## config.mk

```make
export PLATFORM = sky130hd
export DESIGN_NAME = fsp_status_protect
export DESIGN_NICKNAME = d
export VERILOG_FILES = /design/src/hdl/fsp_pkg.sv /design/src/hdl/fsp_status_protect.sv
export SDC_FILE = /design/constraint.sdc
export NUM_CORES = 1
export LEC_CHECK = 0
export BUFFER_PORTS_ARGS = -buffer_cell sky130_fd_sc_hd__buf_2
export CORE_MARGIN = 2
export CORE_UTILIZATION = 25
export CTS_CLUSTER_SIZE = 14
export DETAILED_ROUTE_END_ITERATION = 6
export PLACE_DENSITY_LB_ADDON = 0.1
export SLEW_MARGIN = 25
export SYNTH_ARGS = -nofsm -noshare
export SYNTH_HDL_FRONTEND = slang
export SYNTH_SLANG_ARGS = --single-unit
```

## constraint.sdc

```tcl
create_clock -name i_clk_sys -period 3.1 [get_ports i_clk_sys]
set_input_delay 0.155 -clock i_clk_sys [delete_from_list [all_inputs] [get_ports i_clk_sys]]
set_output_delay 0.155 -clock i_clk_sys [all_outputs]
set_load 0.03 [all_outputs]
```

## src/hdl/fsp_pkg.sv

```systemverilog
// Constants and types shared by the flash status and protection block.
package fsp_pkg;
   localparam int FSP_ADDR_W = 20;
   localparam logic [7:0] FSP_OFF_STATUS = 8'h00;
   localparam logic [7:0] FSP_OFF_CMD = 8'h04;
   localparam logic [7:0] FSP_OFF_OP = 8'h08;
   localparam int FSP_BIT_BUSY = 0;
   localparam int FSP_BIT_WEL = 1;
   localparam int FSP_BIT_LVL_LO = 2;
   localparam int FSP_BIT_LVL_HI = 5;
   localparam int FSP_BIT_AAI = 6;
   localparam int FSP_BIT_LOCK = 7;
   localparam logic [3:0] FSP_LVL_RESET = 4'h7;
   localparam logic FSP_LOCK_RESET = 1'b0;
   localparam int FSP_CMD_WREN_BIT = 0;
   localparam int FSP_CMD_WRITE_DISABLE_CMD_BIT = 1;
   localparam int FSP_CMD_PAUSE_BIT = 2;
   localparam int FSP_OP_KIND_LO = 20;
   localparam int FSP_OP_KIND_HI = 22;
   localparam int FSP_OP_BUSY_BIT = 31;
   localparam logic [19:0] FSP_BASE_L1 = 20'hf0000;
   localparam logic [19:0] FSP_BASE_L2 = 20'he0000;
   localparam logic [19:0] FSP_BASE_L3 = 20'hc0000;
   localparam logic [19:0] FSP_BASE_L4 = 20'h80000;
   localparam logic [20:0] FSP_AAI_STEP = 21'h000002;
   localparam int FSP_SYNC_W = 4;
   localparam int FSP_SYNC_SCK = 0;
   localparam int FSP_SYNC_CS = 1;
   localparam int FSP_SYNC_PIN = 2;
   localparam int FSP_SYNC_WP = 3;
   localparam logic [3:0] FSP_SYNC_RESET = 4'hf;
   typedef enum logic [2:0] {
      FSP_OP_BYTE = 3'b000,
      FSP_OP_SECTOR = 3'b001,
      FSP_OP_BLOCK = 3'b010,
      FSP_OP_CHIP = 3'b011,
      FSP_OP_AAI_START = 3'b100,
      FSP_OP_AAI_NEXT = 3'b101
   } fsp_op_t;
   typedef enum logic {
      FSP_PIN_RESET = 1'b0,
      FSP_PIN_PAUSE = 1'b1
   } fsp_pin_t;
   typedef enum logic {
      FSP_LIVE = 1'b0,
      FSP_HELD = 1'b1
   } fsp_hold_t;
endpackage

```

## src/hdl/fsp_status_protect.sv

```systemverilog
// Status byte, write protection and pause control of a serial flash, with an APB slave.
// Notes on behaviour
// - Once pause is chosen the shared pin stays a pause input until power-up.
// - Pause needs select low; the serial sequence freezes without losing its bit count.
// - Pause starts when the pin is low while serial clock is low, else waits.
// - Pause ends when the pin is high while serial clock is low, else waits.
// - While paused the output floats, input and clock are ignored, pause holds.
// - Raising select while paused aborts the sequence and returns to standby.
// - Status write refused when write-protect is low and lock is 1.
// - Lock flag is status bit 7, read and write, zero at power-up.
// - Write-protect low with lock set freezes lock and level bits.
// - Bit 0 is a read-only busy flag, zero at power-up.
// - While busy only status reads are served.
// - Bit 1 is the write enable latch; when clear, program and erase are refused.
// - Latch clears on reset, disable, finished program or erase, AUTO_INCREMENT_PROGRAM_FLAG end, status write.
// - Bit 6 is read-only auto-increment mode flag, zero at power-up.
// - Bits 2 to 5 are level bits 0 to 3, power-up value 0111.
// - Level bits 2..0 decode the protected upper range; program and erase blocked there.
// - Level bit 3 is reserved, does not change the range, defaults to 0.
// - Whole-array erase runs only when all level bits are zero.
// - After power-up the shared pin is a reset; a command makes it a pause pin.
module fsp_status_protect #(
   parameter int ADDR_W = fsp_pkg::FSP_ADDR_W
) (
   input wire logic i_clk_sys,
   input wire logic i_sys_rst,
   input wire logic i_clk_en,
   input wire logic i_psel,
   input wire logic i_penable,
   input wire logic i_pwrite,
   input wire logic [7:0] i_paddr,
   input wire logic [31:0] i_pwdata,
   output logic [31:0] o_prdata,
   output logic o_pready,
   output logic o_pslverr,
   input wire logic i_sck,
   input wire logic i_cs_n,
   input wire logic i_pause_rst_n,
   input wire logic i_wp_n,
   input wire logic i_so_drive,
   input wire logic i_op_done,
   output logic o_so_oe,
   output logic o_bit_clk,
   output logic o_seq_freeze,
   output logic o_seq_abort,
   output logic o_dev_reset,
   output logic o_op_start,
   output logic [2:0] o_op_kind,
   output logic [ADDR_W-1:0] o_op_addr,
   output logic [7:0] o_status
);
   logic [fsp_pkg::FSP_SYNC_W-1:0] sync1_reg;
   logic [fsp_pkg::FSP_SYNC_W-1:0] sync2_reg;
   logic sck_prev_reg;
   fsp_pkg::fsp_pin_t pin_mode_reg;
   fsp_pkg::fsp_hold_t hold_reg;
   logic busy_reg;
   logic wel_reg;
   logic aai_reg;
   logic [3:0] lvl_reg;
   logic lock_reg;
   logic reject_reg;
   logic [ADDR_W-1:0] aai_addr_reg;
   logic pready_reg;
   logic pslverr_reg;
   logic [31:0] prdata_reg;
   logic sck_s;
   logic cs_s;
   logic pin_s;
   logic wp_s;
   logic pin_reset;
   logic acc;
   logic commit;
   logic wr_fire;
   logic wr_status;
   logic wr_cmd;
   logic wr_op;
   logic err_next;
   logic status_ok;
   logic op_ok;
   logic aai_end;
   logic [2:0] op_kind;
   logic [ADDR_W-1:0] op_addr;
   logic [20:0] aai_next;
   logic [7:0] status_byte;

   function automatic logic prot_hit(input logic [2:0] lvl, input logic [ADDR_W-1:0] a);
      case (lvl)
         3'h0: prot_hit = 1'b0;
         3'h1: prot_hit = (a >= fsp_pkg::FSP_BASE_L1);
         3'h2: prot_hit = (a >= fsp_pkg::FSP_BASE_L2);
         3'h3: prot_hit = (a >= fsp_pkg::FSP_BASE_L3);
         3'h4: prot_hit = (a >= fsp_pkg::FSP_BASE_L4);
         default: prot_hit = 1'b1;
      endcase
   endfunction

   // Pin inputs cross into the system clock through two flip-flops.
   always_ff @(posedge i_clk_sys) begin
      if (i_sys_rst) begin
         sync1_reg <= fsp_pkg::FSP_SYNC_RESET;
         sync2_reg <= fsp_pkg::FSP_SYNC_RESET;
         sck_prev_reg <= 1'b1;
      end else if (i_clk_en) begin
         sync1_reg <= {i_wp_n, i_pause_rst_n, i_cs_n, i_sck};
         sync2_reg <= sync1_reg;
         sck_prev_reg <= sck_s;
      end
   end

   assign sck_s = sync2_reg[fsp_pkg::FSP_SYNC_SCK];
   assign cs_s = sync2_reg[fsp_pkg::FSP_SYNC_CS];
   assign pin_s = sync2_reg[fsp_pkg::FSP_SYNC_PIN];
   assign wp_s = sync2_reg[fsp_pkg::FSP_SYNC_WP];
   assign pin_reset = (pin_mode_reg == fsp_pkg::FSP_PIN_RESET) && !pin_s;

   assign status_byte = {lock_reg, aai_reg, lvl_reg, wel_reg, busy_reg};

   // APB decode; the answer comes one cycle into the access phase.
   assign acc = i_psel && i_penable;
   assign commit = acc && pready_reg;
   assign wr_fire = commit && i_pwrite && !pslverr_reg;
   assign wr_status = wr_fire && (i_paddr == fsp_pkg::FSP_OFF_STATUS);
   assign wr_cmd = wr_fire && (i_paddr == fsp_pkg::FSP_OFF_CMD);
   assign wr_op = wr_fire && (i_paddr == fsp_pkg::FSP_OFF_OP);
   assign op_kind = i_pwdata[fsp_pkg::FSP_OP_KIND_HI:fsp_pkg::FSP_OP_KIND_LO];
   assign op_addr = (op_kind == fsp_pkg::FSP_OP_AAI_NEXT) ? aai_addr_reg : i_pwdata[ADDR_W-1:0];

   always_comb begin
      if (i_paddr == fsp_pkg::FSP_OFF_STATUS) begin
         err_next = i_pwrite && busy_reg;
      end else if (i_paddr == fsp_pkg::FSP_OFF_CMD) begin
         err_next = busy_reg;
      end else if (i_paddr == fsp_pkg::FSP_OFF_OP) begin
         err_next = busy_reg || (i_pwrite && (op_kind > fsp_pkg::FSP_OP_AAI_NEXT));
      end else begin
         err_next = 1'b1;
      end
   end

   always_ff @(posedge i_clk_sys) begin
      if (i_sys_rst) begin
         pready_reg <= 1'b0;
         pslverr_reg <= 1'b0;
         prdata_reg <= 32'h00000000;
      end else if (i_clk_en) begin
         pready_reg <= acc && !pready_reg;
         if (acc && !pready_reg) begin
            pslverr_reg <= err_next;
            prdata_reg <= 32'h00000000;
            if (!err_next && !i_pwrite) begin
               if (i_paddr == fsp_pkg::FSP_OFF_STATUS) begin
                  prdata_reg <= {24'h000000, status_byte};
               end else if (i_paddr == fsp_pkg::FSP_OFF_CMD) begin
                  prdata_reg <= {29'h00000000, reject_reg, hold_reg, pin_mode_reg};
               end else begin
                  prdata_reg <= {busy_reg, 8'h00, o_op_kind, o_op_addr};
               end
            end
         end else begin
            pslverr_reg <= 1'b0;
         end
      end
   end

   // Status writes obey the write-protect pin and the lock flag.
   assign status_ok = wp_s || !lock_reg;

   // Program and erase acceptance.
   always_comb begin
      op_ok = wel_reg;
      case (op_kind)
         fsp_pkg::FSP_OP_CHIP: op_ok = op_ok && (lvl_reg == 4'h0);
         fsp_pkg::FSP_OP_AAI_START: op_ok = op_ok && !aai_reg && !prot_hit(lvl_reg[2:0], op_addr);
         fsp_pkg::FSP_OP_AAI_NEXT: op_ok = op_ok && aai_reg && !prot_hit(lvl_reg[2:0], op_addr);
         default: op_ok = op_ok && !prot_hit(lvl_reg[2:0], op_addr);
      endcase
   end

   // Auto-increment stops at the top of the array or at the first protected word.
   assign aai_next = {1'b0, aai_addr_reg} + fsp_pkg::FSP_AAI_STEP;
   assign aai_end = aai_next[ADDR_W] || prot_hit(lvl_reg[2:0], aai_next[ADDR_W-1:0]);

   // Pin function selection survives everything but power-up.
   always_ff @(posedge i_clk_sys) begin
      if (i_sys_rst) begin
         pin_mode_reg <= fsp_pkg::FSP_PIN_RESET;
      end else if (i_clk_en) begin
         if (wr_cmd && i_pwdata[fsp_pkg::FSP_CMD_PAUSE_BIT]) begin
            pin_mode_reg <= fsp_pkg::FSP_PIN_PAUSE;
         end
      end
   end

   // Pause state follows the pin only while the serial clock is low.
   always_ff @(posedge i_clk_sys) begin
      if (i_sys_rst) begin
         hold_reg <= fsp_pkg::FSP_LIVE;
         o_seq_abort <= 1'b0;
      end else if (i_clk_en) begin
         o_seq_abort <= 1'b0;
         case (hold_reg)
            fsp_pkg::FSP_LIVE: begin
               if (pin_mode_reg == fsp_pkg::FSP_PIN_PAUSE && !cs_s && !sck_s && !pin_s) begin
                  hold_reg <= fsp_pkg::FSP_HELD;
               end
            end
            fsp_pkg::FSP_HELD: begin
               if (cs_s) begin
                  hold_reg <= fsp_pkg::FSP_LIVE;
                  o_seq_abort <= 1'b1;
               end else if (!sck_s && pin_s) begin
                  hold_reg <= fsp_pkg::FSP_LIVE;
               end
            end
            default: hold_reg <= fsp_pkg::FSP_LIVE;
         endcase
      end
   end

   assign o_seq_freeze = hold_reg;

   // Serial output enable and bit clock are masked while paused.
   always_ff @(posedge i_clk_sys) begin
      if (i_sys_rst) begin
         o_so_oe <= 1'b0;
         o_bit_clk <= 1'b0;
         o_dev_reset <= 1'b0;
      end else if (i_clk_en) begin
         o_so_oe <= i_so_drive && !cs_s && !pin_reset && (hold_reg == fsp_pkg::FSP_LIVE);
         o_bit_clk <= sck_s && !sck_prev_reg && !cs_s && (hold_reg == fsp_pkg::FSP_LIVE);
         o_dev_reset <= pin_reset;
      end
   end

   // Protection fields of the status byte.
   always_ff @(posedge i_clk_sys) begin
      if (i_sys_rst) begin
         lvl_reg <= fsp_pkg::FSP_LVL_RESET;
         lock_reg <= fsp_pkg::FSP_LOCK_RESET;
      end else if (i_clk_en) begin
         if (pin_reset) begin
            lvl_reg <= fsp_pkg::FSP_LVL_RESET;
            lock_reg <= fsp_pkg::FSP_LOCK_RESET;
         end else if (wr_status && status_ok) begin
            lvl_reg <= i_pwdata[fsp_pkg::FSP_BIT_LVL_HI:fsp_pkg::FSP_BIT_LVL_LO];
            lock_reg <= i_pwdata[fsp_pkg::FSP_BIT_LOCK];
         end
      end
   end

   // Write enable latch.
   always_ff @(posedge i_clk_sys) begin
      if (i_sys_rst) begin
         wel_reg <= 1'b0;
      end else if (i_clk_en) begin
         if (pin_reset || wr_status) begin
            wel_reg <= 1'b0;
         end else if (wr_cmd && i_pwdata[fsp_pkg::FSP_CMD_WRITE_DISABLE_CMD_BIT]) begin
            wel_reg <= 1'b0;
         end else if (busy_reg && i_op_done && (!aai_reg || aai_end)) begin
            wel_reg <= 1'b0;
         end else if (wr_cmd && i_pwdata[fsp_pkg::FSP_CMD_WREN_BIT]) begin
            wel_reg <= 1'b1;
         end
      end
   end

   // Busy flag, auto-increment mode and operation launch.
   always_ff @(posedge i_clk_sys) begin
      if (i_sys_rst) begin
         busy_reg <= 1'b0;
         aai_reg <= 1'b0;
         aai_addr_reg <= '0;
         reject_reg <= 1'b0;
         o_op_start <= 1'b0;
         o_op_kind <= 3'h0;
         o_op_addr <= '0;
      end else if (i_clk_en) begin
         o_op_start <= 1'b0;
         if (pin_reset) begin
            busy_reg <= 1'b0;
            aai_reg <= 1'b0;
         end else if (busy_reg) begin
            if (i_op_done) begin
               busy_reg <= 1'b0;
               if (aai_reg) begin
                  aai_addr_reg <= aai_next[ADDR_W-1:0];
                  aai_reg <= !aai_end;
               end
            end
         end else if (wr_cmd && i_pwdata[fsp_pkg::FSP_CMD_WRITE_DISABLE_CMD_BIT]) begin
            aai_reg <= 1'b0;
         end else if (wr_op) begin
            reject_reg <= !op_ok;
            if (op_ok) begin
               busy_reg <= 1'b1;
               o_op_start <= 1'b1;
               o_op_kind <= op_kind;
               o_op_addr <= op_addr;
               if (op_kind == fsp_pkg::FSP_OP_AAI_START) begin
                  aai_reg <= 1'b1;
                  aai_addr_reg <= op_addr;
               end
            end
         end
      end
   end

   always_ff @(posedge i_clk_sys) begin
      if (i_sys_rst) begin
         o_status <= 8'h1c;
      end else if (i_clk_en) begin
         o_status <= status_byte;
      end
   end

   assign o_prdata = prdata_reg;
   assign o_pready = pready_reg;
   assign o_pslverr = pslverr_reg;
endmodule

```

== Word-level counts from Yosys, hierarchy flattened ==
Index checks and enable logic that the tools add are counted.
Word-level totals
  register bits after elaboration: 110
  bits in latches: 0
  bits in writable memories: 0
  memory bits (read-only): 0
  output and inout port bits: 71
  logic and storage cells: 177
  memories kept: 0
Operators by class
  add/sub/neg operators: 1
  multiply operators: 0
  div/mod/pow operators: 0
  order comparisons: 9
  equal/unequal tests: 13
  shift operators: 0
  muxes and demuxes: 51
  bitwise gates (word level): 5
  reductions and logical operators: 75
Operators by type and width (number)
  20-bit >= comparator (second input constant): 8
  20-bit 2-to-1 mux: 8
  32-bit 2-to-1 mux: 3
  1-bit logical AND: 34
  1-bit 2-to-1 mux: 34
  20-bit by 2-bit adder with 21-bit output (second input constant): 1
  1-bit zero test: 16
  4-bit nonzero test: 4
  1-bit one-hot mux with 5 select lines: 2
  5-bit AND reduction: 2
  3-bit by 2-bit == test with 1-bit output (second input constant): 3
  3-bit == test (second input constant): 3
  8-bit by 3-bit == test with 1-bit output (second input constant): 1
  8-bit by 4-bit == test with 1-bit output (second input constant): 1
  8-bit zero test: 1
  4-bit 2-to-1 mux: 2
  2-bit AND reduction: 4
  8-bit AND reduction: 1
  2-bit nonzero test: 4
  6-bit AND reduction: 1
  1-bit logical OR: 5
  1-bit NOT: 5
  4-bit zero test: 1
  2-bit != test (second input constant): 2
  8 further kinds: 8

== Longest topological paths before layout ==
Gate-level depths: netlist (run 1).
  depth after elaboration: 13
  gate-level depth with buffers: 10
  depth with buffers taken out: 8

== Least setup slack after synthesis (run 1) ==
Ideal clock, no wire load.
  path kind: register to register
  start: register aai_addr_reg[1]
  end: register wel_reg
  setup time: 81 ps
  arrival time: 2281 ps
  slack: 738 ps
  cell stages (with the launch flop): 9
  path buffers: 0
  period minus slack after synthesis: 2362 ps
  cells stage by stage: dfxtp_1 -> ha_1 -> nand4_1 -> nor4_2 -> nand2_1 -> o2111a_1 -> o31a_1 -> o41a_1 -> a41oi_1
On the way
  cells in the longest elaborated chain, start to end: 9
  elaborated cells on any way between the ends: 14
RTL lines
  start, declared: line fsp_status_protect.sv:63  | logic [ADDR_W-1:0] aai_addr_reg;
  start signal, assigned: line fsp_status_protect.sv:288  | aai_addr_reg <= aai_next[ADDR_W-1:0];
  start signal, assigned: line fsp_status_protect.sv:303  | aai_addr_reg <= op_addr;
  20-bit by 2-bit adder with 21-bit output (*): line fsp_status_protect.sv:181  | assign aai_next = {1'b0, aai_addr_reg} + fsp_pkg::FSP_AAI_STEP;
  20-bit >= comparator, on equally long branches
  1-bit one-hot mux with 5 select lines: line fsp_status_protect.sv:88  | case (lvl)
  1-bit logical OR (*): line fsp_status_protect.sv:182  | assign aai_end = aai_next[ADDR_W] || prot_hit(lvl_reg[2:0], aai_next[ADDR_W-1:0]);
  1-bit logical OR (*): line fsp_status_protect.sv:261  | end else if (busy_reg && i_op_done && (!aai_reg || aai_end)) begin
  1-bit logical AND (*): line fsp_status_protect.sv:261
  1-bit 2-to-1 mux: line fsp_status_protect.sv:261
  1-bit 2-to-1 mux: line fsp_status_protect.sv:259  | end else if (wr_cmd && i_pwdata[fsp_pkg::FSP_CMD_WRITE_DISABLE_CMD_BIT]) begin
  1-bit 2-to-1 mux: line fsp_status_protect.sv:257  | if (pin_reset || wr_status) begin
  end signal, assigned: line fsp_status_protect.sv:258  | wel_reg <= 1'b0;
  end signal, assigned: line fsp_status_protect.sv:260  | wel_reg <= 1'b0;
  end signal, assigned: line fsp_status_protect.sv:262  | wel_reg <= 1'b0;
  end, declared: line fsp_status_protect.sv:58  | logic wel_reg;
Every way passes the cells marked *; elsewhere a longest branch is shown, timed or not.
A chain may end at the register's enable or synchronous reset.

== Worst setup path after layout (run 1) ==
Ends and elaborated chain as after synthesis.

==> results of run 1 <==
==> cells in the mapped netlist (2+ instances only) <==
cell type / number
or2_2: 4
a311oi_1: 16
a22oi_1: 16
a21oi_1: 43
o311a_1: 2
buf_2: 6
nand2b_1: 5
mux2i_1: 22
o21ai_0: 21
or4_1: 3
inv_1: 10
clkbuf_1: 37
a211oi_1: 13
dfxtp_1: 102
o221a_2: 3
nor3b_1: 5
or3_1: 8
nor3_1: 8
and2_1: 8
o211a_1: 2
and3b_1: 2
a21boi_0: 2
nand3b_1: 4
a32oi_1: 3
a221o_1: 4
buf_1: 4
nor4_2: 3
nand2_1: 70
a21o_1: 4
buf_4: 8
nor2_1: 94
o21a_1: 3
nand3_1: 18
a41oi_1: 4
nand4_1: 9
o21bai_1: 5
nor2b_1: 11
a31oi_1: 11
a211o_1: 12
==> report_power, final <==
part | switching (mW) | internal, mW
sequential | 0.0124 | 1.32
combinational | 0.148 | 0.0709
clock | 0.551 | 0.643
total | 0.711 | 2.04
==> what timing repair did <==
item / in CTS / in global routing
hold endpoints to repair: 3 / 0
gates resized for setup: 0 / 0
hold buffers: 3 / 0
setup endpoints to repair: 0 / 0
==> through the flow <==
stage	total power [mW]	instance area [um^2]	worst slack, ns	util
2_1_floorplan	1.50	5180	0.738	-
3_3_place_gp	1.58	5940	0.589	0.293
3_5_place_dp	1.58	5940	0.555	0.293
4_1_cts	2.79	6270	0.531	0.310
5_1_grt	2.86	6270	0.322	0.310
6_report	2.75	6270	0.531	0.310
==> final timing paths <==
kind / start / end / slack, ns / depth (start not counted)
worst min register to register: sync1_reg[0] / sync2_reg[0] / 0.46 / 1
worst min-delay path: i_wp_n / sync1_reg[3] / 0.01 / 2
worst max-delay path: aai_addr_reg[1] / wel_reg / 0.53 / 8
worst max register to register: aai_addr_reg[1] / wel_reg / 0.53 / 8
==> kinds of logic (layout without fill, tap and decap cells) <==
kind of cell    Yosys count  in the layout  share of synthesized area
mux                      23             23                     0.0449
fa+ha+maj                 1              1                    0.00243
other cells               1              8                   0.000728
simple gates            263            263                      0.250
flops                   102            102                      0.396
compound gates          179            179                      0.248
buf+inv                  67            151                     0.0578
==> worst max-delay path: cells and delay by family, from the launching register on <==
kind / cells / cell delay, ns
AO/OA/AOI/OAI: 4 / 1.06
adder cells (fa/ha/maj): 1 / 0.27
flip-flops: 1 / 0.46
AND/OR/NAND/NOR: 3 / 0.71
==> final cells by class <==
cell class | count | share of cell area
multi-input combinational | 474 | 0.452
sequential | 102 | 0.326
timing repair buffer | 125 | 0.113
tap | 270 | 0.0539
clock buffer | 10 | 0.0365
clock inverter | 6 | 0.0124
inverter | 10 | 0.00598
==> layer usage <==
metal | global-route usage | share of wire | vias to the layer above
met5 | 0 | 0 | -
met4 | 0.0601 | 0.023 | 0
met3 | 0.0272 | 0.045 | 22
met1 | 0.234 | 0.49 | 2419
met2 | 0.236 | 0.44 | 136
li1 | - | - | 2480
==> out/qor.txt, run 1 <==
status -> finished, final reports clean
final setup TNS -> 0 ns
HPWL after detailed placement -> 13000 um
RSZ-0062 raised after global routing -> false
yosys warns -> 0
Final Max Tran Viols -> 0
max-capacitance violation count -> 0
Seq/Total Area, Yosys -> 0.396
total gr overflow -> 0
most frequent cells in the layout -> 104 x buf_2, 102 x dfxtp_1, 94 x nor2_1, 70 x nand2_1, 43 x a21oi_1
synthesized area -> 0.00515 mm^2
Worst Tran Pin Value -> 0.744 ns
Crit Path Class -> reg -> reg
Critical Path RT -> 3.38 ns
Inserted Clock Buffers -> 9
Iter 0 DRT Violations -> 351
fin crit share -> 0.829
P&R area growth vs syn -> 21.8%
ANT nets after route -> 0
#FFs+latches synth -> 102
Root Buffer -> clkbuf_16
die area -> 0.0218 mm^2
Hold Path Class -> in -> reg
DIE HEIGHT -> 148 um
final RePlAce weighted congestion -> 0.861
Sink Count -> 102
H-tree depth -> 3
slew margin rel. -> 0.502
Rows -> 52
skew final -> 0.00886 ns
Achievable Freq -> 389 MHz
total wire length -> 17600 um
Synth area leaders -> dfxtp_1 40%, nor2_1 6.8%, nand2_1 5.1%
Core Box Area -> 0.0202 mm^2
Initial DRT Pass Iterations -> 5
first-pass GRT wire length -> 27400 um
Multi-input gate area -> 0.00284 mm^2
Placed Cells -> 978
synthesized instance count -> 636
Setup crit start kind -> flip-flop
area leader, netlist -> dfxtp_1
commonest non-fill, non-tap cell in the layout -> buf_2
total global-route track usage -> 0.160
final hold vios -> 0
Crit-path slowest cell -> dfxtp_1
worst-path fanout max -> 7
Remaining DRCs -> 0
fraction of layout cells with a size suffix above 1 -> 0.215
TritonCTS clock tree -> done
max FFs per register -> 24
num ports -> 123
Clock Path Buffers -> 2
sequence of cells on the critical path -> ha_1, nand4_1, nor4_2, nand2_1, o2111a_1, o31a_1, o41a_1, a41oi_1
largest net degree at the start of global routing -> 54
Initial Utilization -> 0.255
share of the synthesized area in the top cell type -> 0.396
CP endpoint kind -> flip-flop
Synth Flop Type -> dfxtp_1
clock-pin slew on the worst setup and hold paths -> 0.07 ns
Hold WS -> 0.00976 ns
minimum clock period -> 2.57 ns
critical path data arrival time -> 2.85 ns
Lkg Pwr -> 2.46 nW
Setup-failing EPs final -> 0
Fillers -> 2173
setup bufs post-CTS -> 0
number of flops mapped to enable cells by yosys -> 0
asr flop ratio synth -> 0
Peak supply drop -> 0.264 mV
Port Buffers -> 105
CP peak stage delay -> 0.46 ns
vias per inst -> 5.07
syn_area_per_cell -> 8.10 um^2
DR WL/cell -> 17.7 um
clock latency on the worst-skew pair -> 0.36 ns
Seq. cell area -> 0.00204 mm^2
via count -> 5057
ant diodes -> 0
Post-Layout Cell Count -> 997
Layout Nets -> 775
number of global-route vias before repair -> 4692
die span in x -> 148 um
Synth cell types -> 70
initial antenna violation count -> 0
PwrDens -> 438 mW/mm^2
Note: power is estimated with default switching activity, not from simulation.
==> inputs of run 2 (changes only) <==
==> constraint.sdc (replaced) <==
create_clock -name i_clk_sys -period 2.6 [get_ports i_clk_sys]
set_input_delay 0.13 -clock i_clk_sys [delete_from_list [all_inputs] [get_ports i_clk_sys]]
set_output_delay 0.13 -clock i_clk_sys [all_outputs]
set_load 0.03 [all_outputs]
==> run 2 against run 1 <==
Net effect: sequential power is 19% higher; register-to-register slack worse by 0.32 ns; clock-buffer cell count is 1 lower; sequential cell count stayed put; clock power is 24% higher; first-iteration DRC count is 17% higher; critical path type unchanged; largest cell class unchanged; highest routed layer unchanged.
==> out/qor.txt, run 2 (synthesized netlist as in run 1, its figures left out) <==
slew margin rel. -> 0.543
max FFs per register -> 24
minimum clock period -> 2.39 ns
status -> finished, final reports clean
number of global-route vias before repair -> 4791
ant diodes -> 0
ANT nets after route -> 0
Initial DRT Pass Iterations -> 5
Seq. cell area -> 0.00204 mm^2
Inserted Clock Buffers -> 9
Root Buffer -> clkbuf_16
fin crit share -> 0.918
Crit Path Class -> reg -> reg
clock share of power -> 0.441
critical path data arrival time -> 2.64 ns
TritonCTS clock tree -> done
Setup-failing EPs final -> 0
via count -> 5109
largest net degree at the start of global routing -> 46
clock-pin slew on the worst setup and hold paths -> 0.07 ns
Hold Path Class -> in -> reg
Critical Path RT -> 2.85 ns
worst-path fanout max -> 13
Sink Count -> 102
Most Crowded Layer GR -> met1
Clock Path Buffers -> 2
CP endpoint kind -> flip-flop
Final Max Tran Viols -> 0
HPWL after detailed placement -> 13600 um
DR WL/cell -> 17.9 um
PwrDens -> 518 mW/mm^2
cells resized by post-CTS repair -> 0
Port Buffers -> 105
fraction of layout cells with a size suffix above 1 -> 0.235
total wire length -> 18200 um
clock latency on the worst-skew pair -> 0.36 ns
P&R area growth vs syn -> 24.7%
skew final -> 0.00840 ns
total gr overflow -> 0
met2 Use GR -> 0.244
final hold vios -> 0
final RePlAce weighted congestion -> 0.820
Layout Nets -> 796
Comb power frac -> 0.080
Fillers -> 2184
Rows -> 52
first-pass GRT wire length -> 28200 um
max-capacitance violation count -> 0
initial antenna violation count -> 0
Reg2Reg Setup Slack -> 0.21 ns
vias per inst -> 5.03
Core Box Area -> 0.0202 mm^2
Peak supply drop -> 0.270 mV
Multi-input gate area -> 0.00284 mm^2
num ports -> 123
Lkg Pwr -> 2.56 nW
total global-route track usage -> 0.166
die area -> 0.0218 mm^2
DIE HEIGHT -> 148 um
RSZ-0062 raised after global routing -> false
commonest non-fill, non-tap cell in the layout -> buf_2
Setup crit start kind -> flip-flop
Achievable Freq -> 419 MHz
M1 GR Usage -> 0.246
Power Internal -> 2.50 mW
net switching power -> 0.822 mW
Initial Utilization -> 0.255
Iter 0 DRT Violations -> 411
Place WS -> 0.153 ns
Net Sw Frac -> 0.247
fin worst setup slack -> 0.213 ns
final setup TNS -> 0 ns
Remaining DRCs -> 0
Worst Tran Pin Value -> 0.684 ns
sequential power share -> 0.478
H-tree depth -> 3
Global Route met3 Usage -> 0.0312
most frequent cells in the layout -> 104 x buf_2, 102 x dfxtp_1, 94 x nor2_1, 70 x nand2_1, 43 x a21oi_1
die span in x -> 148 um
-- run 2: cell count changes in the layout (fill, tap and decap cells not counted), sizes merged --
| cell | previous run | this run |
|---|---|---|
| buf | 122 | 142 |
| inv | 13 | 11 |
| bufinv | 1 | 2 |
| clkbuf | 10 | 9 |
| dlygate4sd3 | 3 | 4 |
-- run 2: routing by layer --
layer / routed length [um] / part of all wire
met1: 9190 / 0.50
met2: 7910 / 0.43
met3: 847 / 0.046
met4: 280 / 0.015
met5: 0 / 0
-- run 2: timing repair --
action / in CTS / in global routing
hold buffers: 4 / 0
endpoints found under the hold margin: 4 / 0
setup buffers: 0 / 0
-- run 2: path summary, 6_finish.rpt --
check | from | to | depth (start not counted)
worst max-delay path | lvl_reg[1] | aai_addr_reg[4] | 8
worst min-delay path | i_so_drive | o_so_oe | 3
worst max register to register | lvl_reg[1] | aai_addr_reg[4] | 8
worst min register to register | sync1_reg[0] | sync2_reg[0] | 1
-- run 2: area by class of cell --
class | count | share of cell area
well taps | 270 | 0.0526
multi-input cells | 474 | 0.442
clock buffers | 9 | 0.0351
clock inverters | 5 | 0.0132
repair buffers | 146 | 0.134
flip-flops and latches | 102 | 0.318
inverters | 10 | 0.00584
-- run 2: power by group through the flow --
stage	Sequential [mW]	Clock [mW]	Combinational, mW
6_report	1.59	1.47	0.267
5_1_grt	1.59	1.58	0.291
4_1_cts	1.59	1.52	0.269
3_5_place_dp	1.63	0	0.263
3_3_place_gp	1.63	0	0.262
2_1_floorplan	1.63	0	0.156
-- run 2: per-stage QoR --
| stage | hold WS (ns) | util | area [um^2] | instances | power, mW |
|---|---|---|---|---|---|
| 2_1_floorplan | 0.252 | - | 5180 | 643 | 1.79 |
| 3_3_place_gp | 0.336 | 0.300 | 6070 | 998 | 1.89 |
| 3_5_place_dp | 0.346 | 0.300 | 6070 | 998 | 1.89 |
| 4_1_cts | 0.0144 | 0.317 | 6420 | 1016 | 3.38 |
| 5_1_grt | 0.0300 | 0.317 | 6420 | 1016 | 3.46 |
| 6_report | 0.0302 | 0.317 | 6420 | 1016 | 3.33 |
-- run 2: critical path, cell delays in order, from the launching register on --
cell	delay, ns
dfxtp_1	0.63
a21oi_1	0.11
mux2i_1	0.18
o2111ai_1	0.16
a32oi_2	0.28
o21ai_0	0.15
buf_4	0.21
and2_1	0.26
o221a_2	0.30
==> inputs of run 3 (changes only) <==
--- a/config.mk
+++ b/config.mk
@@ -5,6 +5,7 @@
 export SDC_FILE = /design/constraint.sdc
 export NUM_CORES = 1
 export LEC_CHECK = 0
+export ABC_AREA = 1
 export BUFFER_PORTS_ARGS = -buffer_cell sky130_fd_sc_hd__buf_2
 export CORE_MARGIN = 2
 export CORE_UTILIZATION = 25
==> run 3 against run 2 <==
Net effect: area after synthesis rose by 0.19%; sequential share of layout area rose by 0.67 points; total power fell by 1.8%; largest power group unchanged; fmax rose by 3.9%.
==> out/qor.txt, run 3 <==
ANT nets after route -> 0
sequence of cells on the critical path -> ha_1, nand2_1, nor2_1, nand3_1, nor3_1, nand3_1, nor2_1, xor2_1, nand2_1, o21ai_0, nand2_1, a21oi_1
minimum clock period -> 2.30 ns
Critical Path Sink -> aai_addr_reg[15]
H-tree depth -> 3
commonest non-fill, non-tap cell in the layout -> nand2_1
slew margin rel. -> 0.472
most common cell in the netlist -> nand2_1
synthesized instance count -> 738
Core Box Area -> 0.0202 mm^2
Iter 0 DRT Violations -> 240
yosys warns -> 0
reg2reg start -> aai_addr_reg[2]
DIE HEIGHT -> 148 um
Reg2Reg Setup Slack -> 0.30 ns
worst flop-to-flop path endpoint -> aai_addr_reg[15]
Lkg Pwr -> 2.73 nW
Peak supply drop -> 0.275 mV
Crit-path slowest cell -> dfxtp_1
Layout Nets -> 894
most frequent cells in the layout -> 192 x nand2_1, 105 x buf_2, 102 x dfxtp_1, 96 x nor2_1, 72 x o21ai_0
CP dominant cell by count -> nand2_1
max FFs per register -> 24
die span in x -> 148 um
Critical Path Source -> aai_addr_reg[2]
CP peak stage delay -> 0.40 ns
clock-pin slew on the worst setup and hold paths -> 0.08 ns
status -> finished, final reports clean
Remaining DRCs -> 0
Port Buffers -> 105
Critical Path RT -> 2.88 ns
Buf/Inv on CP -> 0
Rows -> 52
critical path data arrival time -> 2.58 ns
Final Max Tran Viols -> 0
PwrDens -> 519 mW/mm^2
max-capacitance violation count -> 0
final RePlAce weighted congestion -> 0.764
vias per inst -> 4.44
total global-route track usage -> 0.155
area leader, netlist -> dfxtp_1
critical path depth -> 12
Setup crit start kind -> flip-flop
largest net degree at the start of global routing -> 56
via count -> 4954
CP top delay family -> simple AND/OR/NAND/NOR gates
net switching power -> 0.907 mW
Power Internal -> 2.36 mW
top post-synthesis cells by count -> 192 x nand2_1, 102 x dfxtp_1, 96 x nor2_1, 72 x o21ai_0, 66 x a21oi_1
worst-path fanout max -> 5
Sink Count -> 102
CP endpoint kind -> flip-flop
ant diodes -> 0
Comb power frac -> 0.095
DR WL/cell -> 14.8 um
cells resized by post-CTS repair -> 0
Crit Path Class -> reg -> reg
first-pass GRT wire length -> 26600 um
Synth area leaders -> dfxtp_1 40%, nand2_1 14%, o21ai_0 7.0%
final hold vios -> 0
Root Buffer -> clkbuf_16
Hold Path Class -> in -> reg
Seq/Total Area, Yosys -> 0.396
initial antenna violation count -> 0
RSZ-0062 raised after global routing -> false
HPWL after detailed placement -> 12200 um
Worst Tran Pin Value -> 0.792 ns
Setup-failing EPs final -> 0
Worst Reg-to-Reg Cells -> 12
Initial DRT Pass Iterations -> 4
Net Sw Frac -> 0.278
clock share of power -> 0.413
number of global-route vias before repair -> 4762
Clock Path Buffers -> 2
sequential power share -> 0.492
final setup TNS -> 0 ns
share of the synthesized area in the top cell type -> 0.396
clock latency on the worst-skew pair -> 0.35 ns
#FFs+latches synth -> 102
asr flop ratio synth -> 0
fin crit share -> 0.884
skew final -> 0.00729 ns
die area -> 0.0218 mm^2
syn_area_per_cell -> 6.99 um^2
total gr overflow -> 0
TritonCTS clock tree -> done
synthesized area -> 0.00516 mm^2
P&R area growth vs syn -> 21.9%
number of flops mapped to enable cells by yosys -> 0
Synth Flop Type -> dfxtp_1
Final Util -> 0.311
num ports -> 123
Synth cell types -> 39
total wire length -> 16500 um
Initial Utilization -> 0.255
Achievable Freq -> 435 MHz
fraction of layout cells with a size suffix above 1 -> 0.201
Inserted Clock Buffers -> 9
run 3: cell types whose count changed after synthesis, sizes merged, moves of 9 or more:
cell | previous run | this run
nand2 | 70 | 193
o21ai | 21 | 76
inv | 10 | 53
a21oi | 43 | 66
a22oi | 16 | 0
a311oi | 16 | 0
clkbuf | 38 | 24
a211o | 12 | 0
mux2i | 22 | 11
nor2b | 11 | 0
a31oi | 11 | 1
nand3 | 18 | 27
run 3: area by class of cell:
type                       count  area [um^2]
fill                        2282        13900
multi-input combinational    546         2690
sequential                   102         2040
timing repair buffer         129          728
tap                          270          338
clock buffer                   9          225
inverter                      53          199
clock inverter                 7         66.3
run 3: power groups by stage:
stage | registers [mW] | clock network (mW) | logic (mW)
final | 1.61 | 1.35 | 0.311
after floorplan | 1.67 | 0 | 0.170
after detailed placement | 1.64 | 0 | 0.312
after CTS | 1.61 | 1.41 | 0.318
after global routing | 1.61 | 1.47 | 0.347
after global placement | 1.64 | 0 | 0.314
run 3: how the worst min path moves through the flow:
stage               cells after the start  slack, ns  startpoint           end
floorplan                               2       0.26       i_sck  sync1_reg[0]
global placement                        3       0.35      i_cs_n  sync1_reg[1]
detailed placement                      3       0.35      i_cs_n  sync1_reg[1]
CTS                                     3       0.03  i_so_drive       o_so_oe
global route                            3       0.04  i_so_drive       o_so_oe
finish                                  3       0.04  i_so_drive       o_so_oe
run 3: routing by layer:
metal | track usage | up-vias | routed length [um]
met5 | 0 | - | 0
met4 | 0.0413 | 0 | 262
met3 | 0.0318 | 17 | 669
met2 | 0.255 | 101 | 7500
met1 | 0.208 | 2216 | 8100
li1 | - | 2620 | -
run 3: logic make-up (layout without fill, tap and decap cells):
| kind of cell | after synthesis | in the layout | synth area share |
|---|---|---|---|
| and+or+nand+nor | 345 | 345 | 0.278 |
| adders and majority gates | 1 | 1 | 0.00242 |
| other | 1 | 8 | 0.000727 |
| DFF | 102 | 102 | 0.396 |
| buffers and inverters | 97 | 198 | 0.0878 |
| muxes | 11 | 11 | 0.0213 |
| xor gates and xnor gates | 10 | 10 | 0.0170 |
| AOI/OAI and AO/OA | 171 | 171 | 0.197 |
run 3: worst reg2reg max path: cells and delay by family, from the launching register on:
family	cells	cell delay, ns
DFF	1	0.40
xor gates and xnor gates	1	0.15
and+or+nand+nor	8	1.20
AOI/OAI and AO/OA	2	0.20
adders and majority gates	1	0.27
run 3: through the flow:
| step | instance area, um^2 | power (mW) | cells | hold slack, ns | setup WS, ns |
|---|---|---|---|---|---|
| floorplan | 5190 | 1.84 | 745 | 0.256 | 0.722 |
| global placement | 5960 | 1.96 | 1096 | 0.352 | 0.328 |
| detailed placement | 5960 | 1.96 | 1096 | 0.347 | 0.313 |
| CTS | 6290 | 3.34 | 1116 | 0.0285 | 0.281 |
| global route | 6290 | 3.43 | 1116 | 0.0420 | 0.0341 |
| finish | 6290 | 3.27 | 1116 | 0.0420 | 0.302 |
run 3: timing repair:
item | in CTS | in global routing
hold endpoints to repair | 4 | 0
hold buffers | 4 | 0
setup buffers | 0 | 0
